File: config.mk
export PLATFORM = sky130hd
export DESIGN_NAME = dvm_datapath
export DESIGN_NICKNAME = d
export VERILOG_FILES = /design/src/dvm_pkg.sv /design/src/dvm_q15_lane.sv /design/src/dvm_datapath.sv
export SDC_FILE = /design/constraint.sdc
export NUM_CORES = 2
export LEC_CHECK = 0
export ABC_AREA = 1
export CORE_AREA = 3 3 276 278
export DETAILED_ROUTE_END_ITERATION = 16
export DIE_AREA = 0 0 279 281
export DONT_BUFFER_PORTS = 1
export PLACE_DENSITY = 0.83
export SLEW_MARGIN = 20
export SYNTH_ARGS = -nofsm -noshare
export SYNTH_HDL_FRONTEND = slang
export SYNTH_SLANG_ARGS = --single-unit
File: constraint.sdc
create_clock -name clk_in -period 13.8 [get_ports clk_in]
set_clock_uncertainty 0.05 [all_clocks]
set_input_delay 2.76 -clock clk_in [delete_from_list [all_inputs] [get_ports clk_in]]
set_output_delay 2.76 -clock clk_in [all_outputs]
set_load 0.02 [all_outputs]
File: src/dvm_pkg.sv
// Package with decode constants, flag positions and carrier types for the vector multiply datapath.
package dvm_pkg;
    localparam logic [5:0]  MAJOR_OPCODE_CLASS      = 6'h1F;
    localparam logic [5:0]  FUNC_CLASS_VECTOR_ARITH = 6'h10;
    localparam logic [5:0]  FUNC_CLASS_DOT_PRODUCT  = 6'h30;
    localparam logic [4:0]  SUB_UBYTE_UHALF_RIGHT   = 5'h07;
    localparam logic [4:0]  SUB_Q15_PAIR_ROUND      = 5'h1F;
    localparam logic [4:0]  SUB_SUB_ACCUMULATE      = 5'h06;
    localparam int          OUFLAG_REG_BIT          = 21;
    localparam int          OUFLAG_ACC_BASE         = 16;
    localparam logic [31:0] Q15_ROUND_CONST         = 32'h0000_8000;
    localparam logic [31:0] Q31_MAX                 = 32'h7FFF_FFFF;
    localparam logic [15:0] Q15_MIN                 = 16'h8000;
    localparam logic [15:0] UHALF_MAX               = 16'hFFFF;
    localparam logic [63:0] ACC_RESET               = 64'h0;
    localparam int          ACC_COUNT               = 4;

    typedef enum logic [3:0] {
        DVM_OP_NONE  = 4'b0001,
        DVM_OP_UBYTE = 4'b0010,
        DVM_OP_QRND  = 4'b0100,
        DVM_OP_MSAC  = 4'b1000
    } dvm_op_type;

    typedef struct packed {
        logic        valid;
        logic [31:0] instr;
        logic [31:0] src_reg_a;
        logic [31:0] src_reg_b;
        logic        exc_reserved;
        logic        exc_dsp_disabled;
    } dvm_issue_type;

    typedef struct packed {
        logic        reg_we;
        logic [4:0]  reg_addr;
        logic [31:0] reg_data;
        logic        acc_we;
        logic [1:0]  acc_idx;
        logic [63:0] acc_data;
        logic [31:0] ouflag_set;
    } dvm_result_type;
endpackage

File: src/dvm_q15_lane.sv
// One signed Q15 lane multiplier with the doubled product and the corner clamp.
`timescale 1ns/1ps
module dvm_q15_lane (
    input  wire logic [15:0] lane_a_in,
    input  wire logic [15:0] lane_b_in,
    output logic      [31:0] q31_out,
    output logic             sat_out
);
    import dvm_pkg::*;
    logic signed [31:0] prod;

    always_comb begin
        prod    = $signed(lane_a_in) * $signed(lane_b_in);
        sat_out = (lane_a_in == Q15_MIN) && (lane_b_in == Q15_MIN);
        q31_out = sat_out ? Q31_MAX : {prod[30:0], 1'b0};
    end
endmodule

File: src/dvm_datapath.sv
// Execution datapath for the byte-halfword, rounding Q15 and multiply-subtract-accumulate operations.
`timescale 1ns/1ps
module dvm_datapath #(
    parameter int ACC_NUM = 4
) (
    input  wire logic                    clk_in,
    input  wire logic                    rst_b_in,
    input  wire dvm_pkg::dvm_issue_type  issue_in,
    output logic                         decode_hit_out,
    output dvm_pkg::dvm_result_type      result_out,
    output logic [31:0]                  acc_high_word_out,
    output logic [31:0]                  acc_low_word_out
);
    import dvm_pkg::*;

    dvm_op_type         op;
    logic [5:0]         major;
    logic [4:0]         sub_op;
    logic [5:0]         func;
    logic [1:0]         accumulator_index;
    logic               suppress;
    logic [63:0]        acc [ACC_NUM];
    logic [31:0]        hi_q31;
    logic [31:0]        lo_q31;
    logic               hi_sat;
    logic               lo_sat;
    logic [23:0]        uprod_hi;
    logic [23:0]        uprod_lo;
    logic               usat_hi;
    logic               usat_lo;
    logic [15:0]        ulane_hi;
    logic [15:0]        ulane_lo;
    logic [31:0]        rnd_hi;
    logic [31:0]        rnd_lo;
    logic [63:0]        diff_ext;
    logic [63:0]        next_acc;
    dvm_result_type     next_result;

    assign major             = issue_in.instr[31:26];
    assign sub_op            = issue_in.instr[10:6];
    assign func              = issue_in.instr[5:0];
    assign accumulator_index = issue_in.instr[12:11];
    assign suppress          = issue_in.exc_reserved || issue_in.exc_dsp_disabled;

    always_comb begin
        op = DVM_OP_NONE;
        if (!issue_in.valid || major != MAJOR_OPCODE_CLASS) begin
            op = DVM_OP_NONE;
        end else if (func == FUNC_CLASS_VECTOR_ARITH && sub_op == SUB_UBYTE_UHALF_RIGHT) begin
            op = DVM_OP_UBYTE;
        end else if (func == FUNC_CLASS_VECTOR_ARITH && sub_op == SUB_Q15_PAIR_ROUND) begin
            op = DVM_OP_QRND;
        end else if (func == FUNC_CLASS_DOT_PRODUCT && sub_op == SUB_SUB_ACCUMULATE
                     && issue_in.instr[15:13] == 3'b000) begin
            op = DVM_OP_MSAC;
        end
    end

    assign decode_hit_out = (op != DVM_OP_NONE);

    dvm_q15_lane u_lane_hi (
        .lane_a_in (issue_in.src_reg_a[31:16]),
        .lane_b_in (issue_in.src_reg_b[31:16]),
        .q31_out   (hi_q31),
        .sat_out   (hi_sat)
    );

    dvm_q15_lane u_lane_lo (
        .lane_a_in (issue_in.src_reg_a[15:0]),
        .lane_b_in (issue_in.src_reg_b[15:0]),
        .q31_out   (lo_q31),
        .sat_out   (lo_sat)
    );

    always_comb begin
        uprod_hi = issue_in.src_reg_a[15:8] * issue_in.src_reg_b[31:16];
        uprod_lo = issue_in.src_reg_a[7:0] * issue_in.src_reg_b[15:0];
        usat_hi  = |uprod_hi[23:16];
        usat_lo  = |uprod_lo[23:16];
        ulane_hi = usat_hi ? UHALF_MAX : uprod_hi[15:0];
        ulane_lo = usat_lo ? UHALF_MAX : uprod_lo[15:0];
        rnd_hi   = hi_q31 + Q15_ROUND_CONST;
        rnd_lo   = lo_q31 + Q15_ROUND_CONST;
        if (hi_sat) begin
            rnd_hi = Q31_MAX;
        end
        if (lo_sat) begin
            rnd_lo = Q31_MAX;
        end
        diff_ext = {{32{1'b0}}, 32'h0};
        diff_ext = $signed({{32{hi_q31[31]}}, hi_q31}) - $signed({{32{lo_q31[31]}}, lo_q31});
        next_acc = acc[accumulator_index] + diff_ext;
    end

    always_comb begin
        next_result          = '0;
        next_result.reg_addr = issue_in.instr[15:11];
        next_result.acc_idx  = accumulator_index;
        next_result.acc_data = next_acc;
        case (op)
            DVM_OP_UBYTE: begin
                next_result.reg_we   = !suppress;
                next_result.reg_data = {ulane_hi, ulane_lo};
                next_result.ouflag_set[OUFLAG_REG_BIT] = !suppress && (usat_hi || usat_lo);
            end
            DVM_OP_QRND: begin
                next_result.reg_we   = !suppress;
                next_result.reg_data = {rnd_hi[31:16], rnd_lo[31:16]};
                next_result.ouflag_set[OUFLAG_REG_BIT] = !suppress && (hi_sat || lo_sat);
            end
            DVM_OP_MSAC: begin
                next_result.acc_we = !suppress;
                next_result.ouflag_set[OUFLAG_ACC_BASE + int'(accumulator_index)] =
                    !suppress && (hi_sat || lo_sat);
            end
            default: begin
                next_result = '0;
            end
        endcase
    end

    always_ff @(posedge clk_in) begin
        if (!rst_b_in) begin
            result_out <= '0;
        end else begin
            result_out <= next_result;
        end
    end

    // Register-targeting operations leave every accumulator alone, so index zero keeps its value too.
    // Accumulator update only.
    generate
        for (genvar i = 0; i < ACC_NUM; i++) begin : g_acc
            always_ff @(posedge clk_in) begin
                if (!rst_b_in) begin
                    acc[i] <= ACC_RESET;
                end else if (next_result.acc_we && next_result.acc_idx == 2'(i)) begin
                    acc[i] <= next_acc;
                end
            end
        end
    endgenerate

    assign acc_high_word_out = acc[0][63:32];
    assign acc_low_word_out  = acc[0][31:0];
endmodule

After elaboration in Yosys (flattened, before gate mapping)

Memory sizes are Yosys's and may differ from the RTL's.
Index checks and enable logic that the tools add are counted.

Flip-flop bits (word level): 137
Memory bits (writable): 256
Output and inout bits: 202
Memory bits (read-only): 0
Memories kept: 1
Word-level logic and storage cells: 103
Bits in latches: 0

Memory list:

| memory | depth | width | read ports | clocked after Yosys merged registers in | write ports | line               | RTL |
|---|---|---|---|---|---|---|---|
| acc    | 4     | 64    | 2          | 0                                       | 4           | dvm_datapath.sv:22 | `logic [63:0] acc [ACC_NUM];` |

Divide/modulo/power cells: 0
Muxes and demuxes: 33
$mul: 4
Reduce and logical (&&, ||, !) cells: 28
Magnitude comparators: 2
Bitwise gates (word level): 5
$add $sub $neg: 5
Eq/ne operators: 17
Shift-type cells: 0

Operators with widths:

| kind                                                                                | number |
|---|---|
| 64-bit 2-to-1 mux                                                                   | 4 |
| 32-bit 2-to-1 mux                                                                   | 4 |
| 66-bit 2-to-1 mux                                                                   | 1 |
| 32-bit by 16-bit adder with 32-bit output, second input constant                    | 2 |
| 64-bit adder                                                                        | 1 |
| 16-bit equality test, second input constant                                         | 4 |
| 32-bit case mux with 2 select lines                                                 | 1 |
| 16-bit by 16-bit multiplier with 31-bit output                                      | 2 |
| 8-bit by 16-bit multiplier with 24-bit output                                       | 2 |
| 32-bit by 32-bit subtractor with 33-bit output                                      | 1 |
| 32-bit AND                                                                          | 1 |
| 16-bit 2-to-1 mux                                                                   | 2 |
| 4-bit 2-to-1 mux                                                                    | 4 |
| 8-bit OR reduction                                                                  | 2 |
| 1-bit 2-to-1 mux                                                                    | 15 |
| 1-bit logical AND                                                                   | 13 |
| 5-bit by 3-bit equality test with 1-bit output, second input constant               | 2 |
| 5-bit by 2-bit adder with 6-bit output, first input constant                        | 1 |
| 6-bit by 5-bit equality test with 1-bit output, second input constant               | 1 |
| 6-bit equality test, second input constant                                          | 1 |
| 6-bit by 1-bit greater-or-equal comparator with 1-bit output, second input constant | 1 |
| 6-bit less-than comparator, second input constant                                   | 1 |
| 6-bit by 5-bit inequality test with 1-bit output, second input constant             | 1 |
| 2-bit AND reduction                                                                 | 3 |
| other kinds (16)                                                                    | 24 |

Logic depth before layout (Yosys ltp)

Depth in word-level cells: 16
Mapped depth: 59

Cells and area by module

From an unflattened synthesis, not the netlist that was laid out.

Cells, all modules: 6912
Area, all modules: 51807.2 um2

By module, submodules not included:

| module                   | cells an instance | area an instance (um2) | times used |
|---|---|---|---|
| dvm_datapath             | 3984              | 30235.2                | 1 |
| dvm_q15_lane (u_lane_lo) | 1453              | 10796.6                | 1 |
| dvm_q15_lane (u_lane_hi) | 1475              | 10775.3                | 1 |

Least setup slack after synthesis

No wires, ideal clock.

Kind: input-to-reg
Start point: in issue_in[57] in the netlist's numbering
End point: mem acc[0][49] (data pin)
Slack: 1815 ps
Arrival: 11669 ps
Required time: 13484 ps
Stages: 55
Buffers on the path: 4
Path through: clkbuf_1 > clkbuf_1 > nand2_1 > fa_1 > inv_1 > fa_1 > inv_1 > fa_1 > inv_1 > fa_1 > fa_1 > inv_1 > fa_1 > inv_1 > ha_1 > inv_1 > nor3_1 > nand3_1 > [19 not listed] > nand2_8 > buf_6 > buf_2 > ha_1 > nand2_1 > nor2_1 > inv_1 > nor2_1 > inv_1 > o21ai_0 > nand2_1 > nand2_1 > nand2_1 > nand2_2 > nand2_1 > nand2_1 > xor2_2 > nor2_1

RTL lines:

| element         | line               | RTL |
|---|---|---|
| start, declared | dvm_datapath.sv:8  | `input wire dvm_pkg::dvm_issue_type issue_in,` |
| end, declared   | dvm_datapath.sv:22 |  |

==> flow_summary_export.csv <==
group,metric,value,unit
synthesis,ys_warn_count,0,
floorplanning,fp.dieW,279,um
sta,timing.fmax,78.79,MHz
worst_hold_path,whs_endpoint,"result_out[32]",
status,status,"completed",
synthesis,ys_seq_elements,366,
run,maxCapViolCount,0,
sta,fin_ws,1.108,ns
critical_path,r2r_end,"acc[3][48]",
critical_path,critical_path_class,"input pin to flop",
drt,vias_per_cell,5.745,
worst_hold_path,whs_path_depth,5,
synthesis,syn_avg_cell_area,8.058,sq um
critical_path,critPathMaxStageDelay,0.76,ns
drt,vias,38360,
floorplanning,start_util,0.6369,
synthesis,synth_ff_type,"edfxtp_1",
layout,fin_util,0.6583,
drt,routedWlPerCell,18.94,um
synthesis,synth.top_cells.by_area,"fa_1, edfxtp_1, inv_1",
clock_network,clockBufferDepth,3,
synthesis,syn_inst,5865,
layout,stdcell_count,6677,
sta,rsz0062_at_grt,"false",
clock_network,cts-buffers-inserted,34,
drt,routed_wl,126500,um
clock_network,cts.sinks,366,
placement,hpwlAfterDp,97400,um
synthesis,yosysTopAreaCell,"fa_1",
sta,slew_viol_final,0,
synthesis,synth-edff-count,256,
critical_path,reg2reg_slack,8.67,ns
sta,worst_pin_slew,1.020,ns
sta,final-setup-viol-count,0,
layout,syn_to_final_growth,3.349,%
critical_path,r2r-start,"acc[0][0]",
floorplanning,rows,100,
drt,drt_pass1_iterations,5,
critical_path,critPathRequiredTime,14.00,ns
sta,tns,0,ns
floorplanning,die_h,281,um
clock_network,clk_latency,0.57,ns
synthesis,async_reset_ff_frac,0,
clock_network,cts_tree,"yes",
floorplanning,ios,303,
global_route,grt_remaining_overflow,0,
layout,final_nets,6785,
critical_path,critPathArrivalTime,12.89,ns
drt,drcViolationCount,0,
worst_hold_path,min_from,"acc[1][0]",
global_route,grt_util_all_layers,0.3249,
synthesis,synth_top_area_frac,0.2847,
critical_path,cp_num_buf_inv,5,
critical_path,crit_slowest_cell,"o41ai_1",
critical_path,crit_fanout,13,
critical_path,end_kind,"flop",
placement,port_buffers,0,
synthesis,ys_seq_area_frac,0.2093,
global_route,grt_max_degree,70,
sta,hold_viol,0,
clock_network,cts_resized,0,
layout,seq_area,0.009889,sq mm
critical_path,r2r_cells,19,
sta,fin_crit,12.69,ns
critical_path,cpMostUsedCell,"nand2_1",
clock_network,clockRootBuffer,"clkbuf_16",
layout,n_fill_cell,5937,
sta,final.period_utilization,0.9197,
global_route,antenna_found_initial,0,
placement,gp_congestion,0.9603,
clock_network,hold_buffers,0,
layout,layout-drive-gt1-share,0.03346,
critical_path,crit_family,"adder cells",
layout,antennaDiodeCount,0,
drt,ant_nets,0,
floorplanning,die_area,0.07840,sq mm
floorplanning,fp.coreArea,0.07420,sq mm
synthesis,synth_cell_types,61,
layout,multi_input_area,0.03120,sq mm
global_route,grt_pass1_vias,39520,
clock_network,cts_setup_buffers,0,
worst_hold_path,hold_path_class,"flop to flop",
global_route,grt_pass1_wl,202300,um
clock_network,htreeDepth,2,
synthesis,netlist_area,0.04726,sq mm
clock_network,path_clk_slew,0.07,ns
placement,placed_cells,6614,
sta,maxSlewHeadroom,0.3193,
placement,dp_slack,0.9449,ns
critical_path,cp-start-kind,"input pin",
drt,drt_iter0_markers,3453,
[cell type report]
type / instances / area share
flip-flops and latches: 366 / 0.2025
multi-input cells: 3881 / 0.6388
inverters: 1382 / 0.1062
well taps: 969 / 0.02482
repair buffers: 17 / 0.003023
clock buffers: 42 / 0.01885
clock inverters: 20 / 0.005764
[logic make-up after synthesis]
kind of cell / count (synthesis) / synth area share
other: 1 / 0.00007935
AO/OA/AOI/OAI: 627 / 0.07580
flip-flops: 366 / 0.2093
buffers and inverters: 1644 / 0.1338
adder cells (fa/ha/maj): 1002 / 0.3720
AND/OR/NAND/NOR: 2073 / 0.1802
XOR/XNOR: 152 / 0.02881
[worst max-delay path by stage]
stage	from	endpoint	slack (ns)	cells past startpoint
floorplan	issue_in[57]	acc[0][49]	1.81	55
global placement	issue_in[49]	acc[1][48]	1.00	43
detailed placement	issue_in[33]	acc[3][48]	0.94	45
CTS	issue_in[33]	acc[3][48]	1.37	45
global route	issue_in[33]	acc[3][48]	0.47	45
finish	issue_in[33]	acc[3][48]	1.11	45
[Yosys cell counts (all sizes together) (35+ instances only)]
master,count
nand2,1155
nand3,111
edfxtp,256
o22ai,120
nor2,674
a21oi,240
buf,72
nand4,35
nor3,41
inv,1374
fa,672
o21ai,153
xor2,80
dfxtp,110
xnor2,72
ha,330
clkbuf,190
[layer usage]
layer  wire (um)  GRT usage  vias up
met1       46700     0.3995    18590
li1            -          -    17390
met4        6512     0.1593        0
met2       61550     0.5552     1964
met3       11720    0.05989      419
met5           0          0        -
[sequential cells by signal, indices dropped and copies added (netlist names)]
name        count
result_out    110
acc           256
[placed cells by master (no fill, tap or decap), drive strengths merged, types with 4 or more instances in the layout]
master     n
inv     1380
nand2   1155
nor2     674
fa       672
ha       330
edfxtp   256
a21oi    240
o21ai    153
o22ai    120
nand3    111
dfxtp    110
xor2      80
xnor2     72
clkbuf    42
nor3      41
nand4     35
conb      27
a31oi     24
o211ai    20
nand3b    17
buf       17
nor4      17
clkinv    16
or2       15
o21bai    13
a21boi    11
a21o       9
o21a       9
o41ai      9
a211oi     6
bufinv     5
and2       4
o221ai     4
[stage by stage]
stage	cell area, sq um	hold slack [ns]
2_1_floorplan	47360	0.7135
3_3_place_gp	47610	0.8193
3_5_place_dp	47610	0.8128
4_1_cts	48810	0.8590
5_1_grt	48840	0.9070
6_report	48840	0.8598
[worst register-to-register path: stages, from the launching register on]
cell	delay, ns
edfxtp_1	0.49
o22ai_1	0.14
nor2_1	0.15
ha_1	0.22
inv_1	0.09
fa_1	0.46
o21ai_1	0.22
a21boi_0	0.18
o21ai_1	0.30
a21oi_1	0.18
o21ai_2	0.23
a21oi_1	0.21
o41ai_1	0.72
nand2_1	0.11
nand2_1	0.19
nand2_1	0.09
nand2_2	0.14
a21oi_1	0.10
xor2_1	0.44
nor2_1	0.11
Power is left out: the tool's default activity adds up to more than one toggle a clock period on the data nets, which glitch-free logic cannot reach.
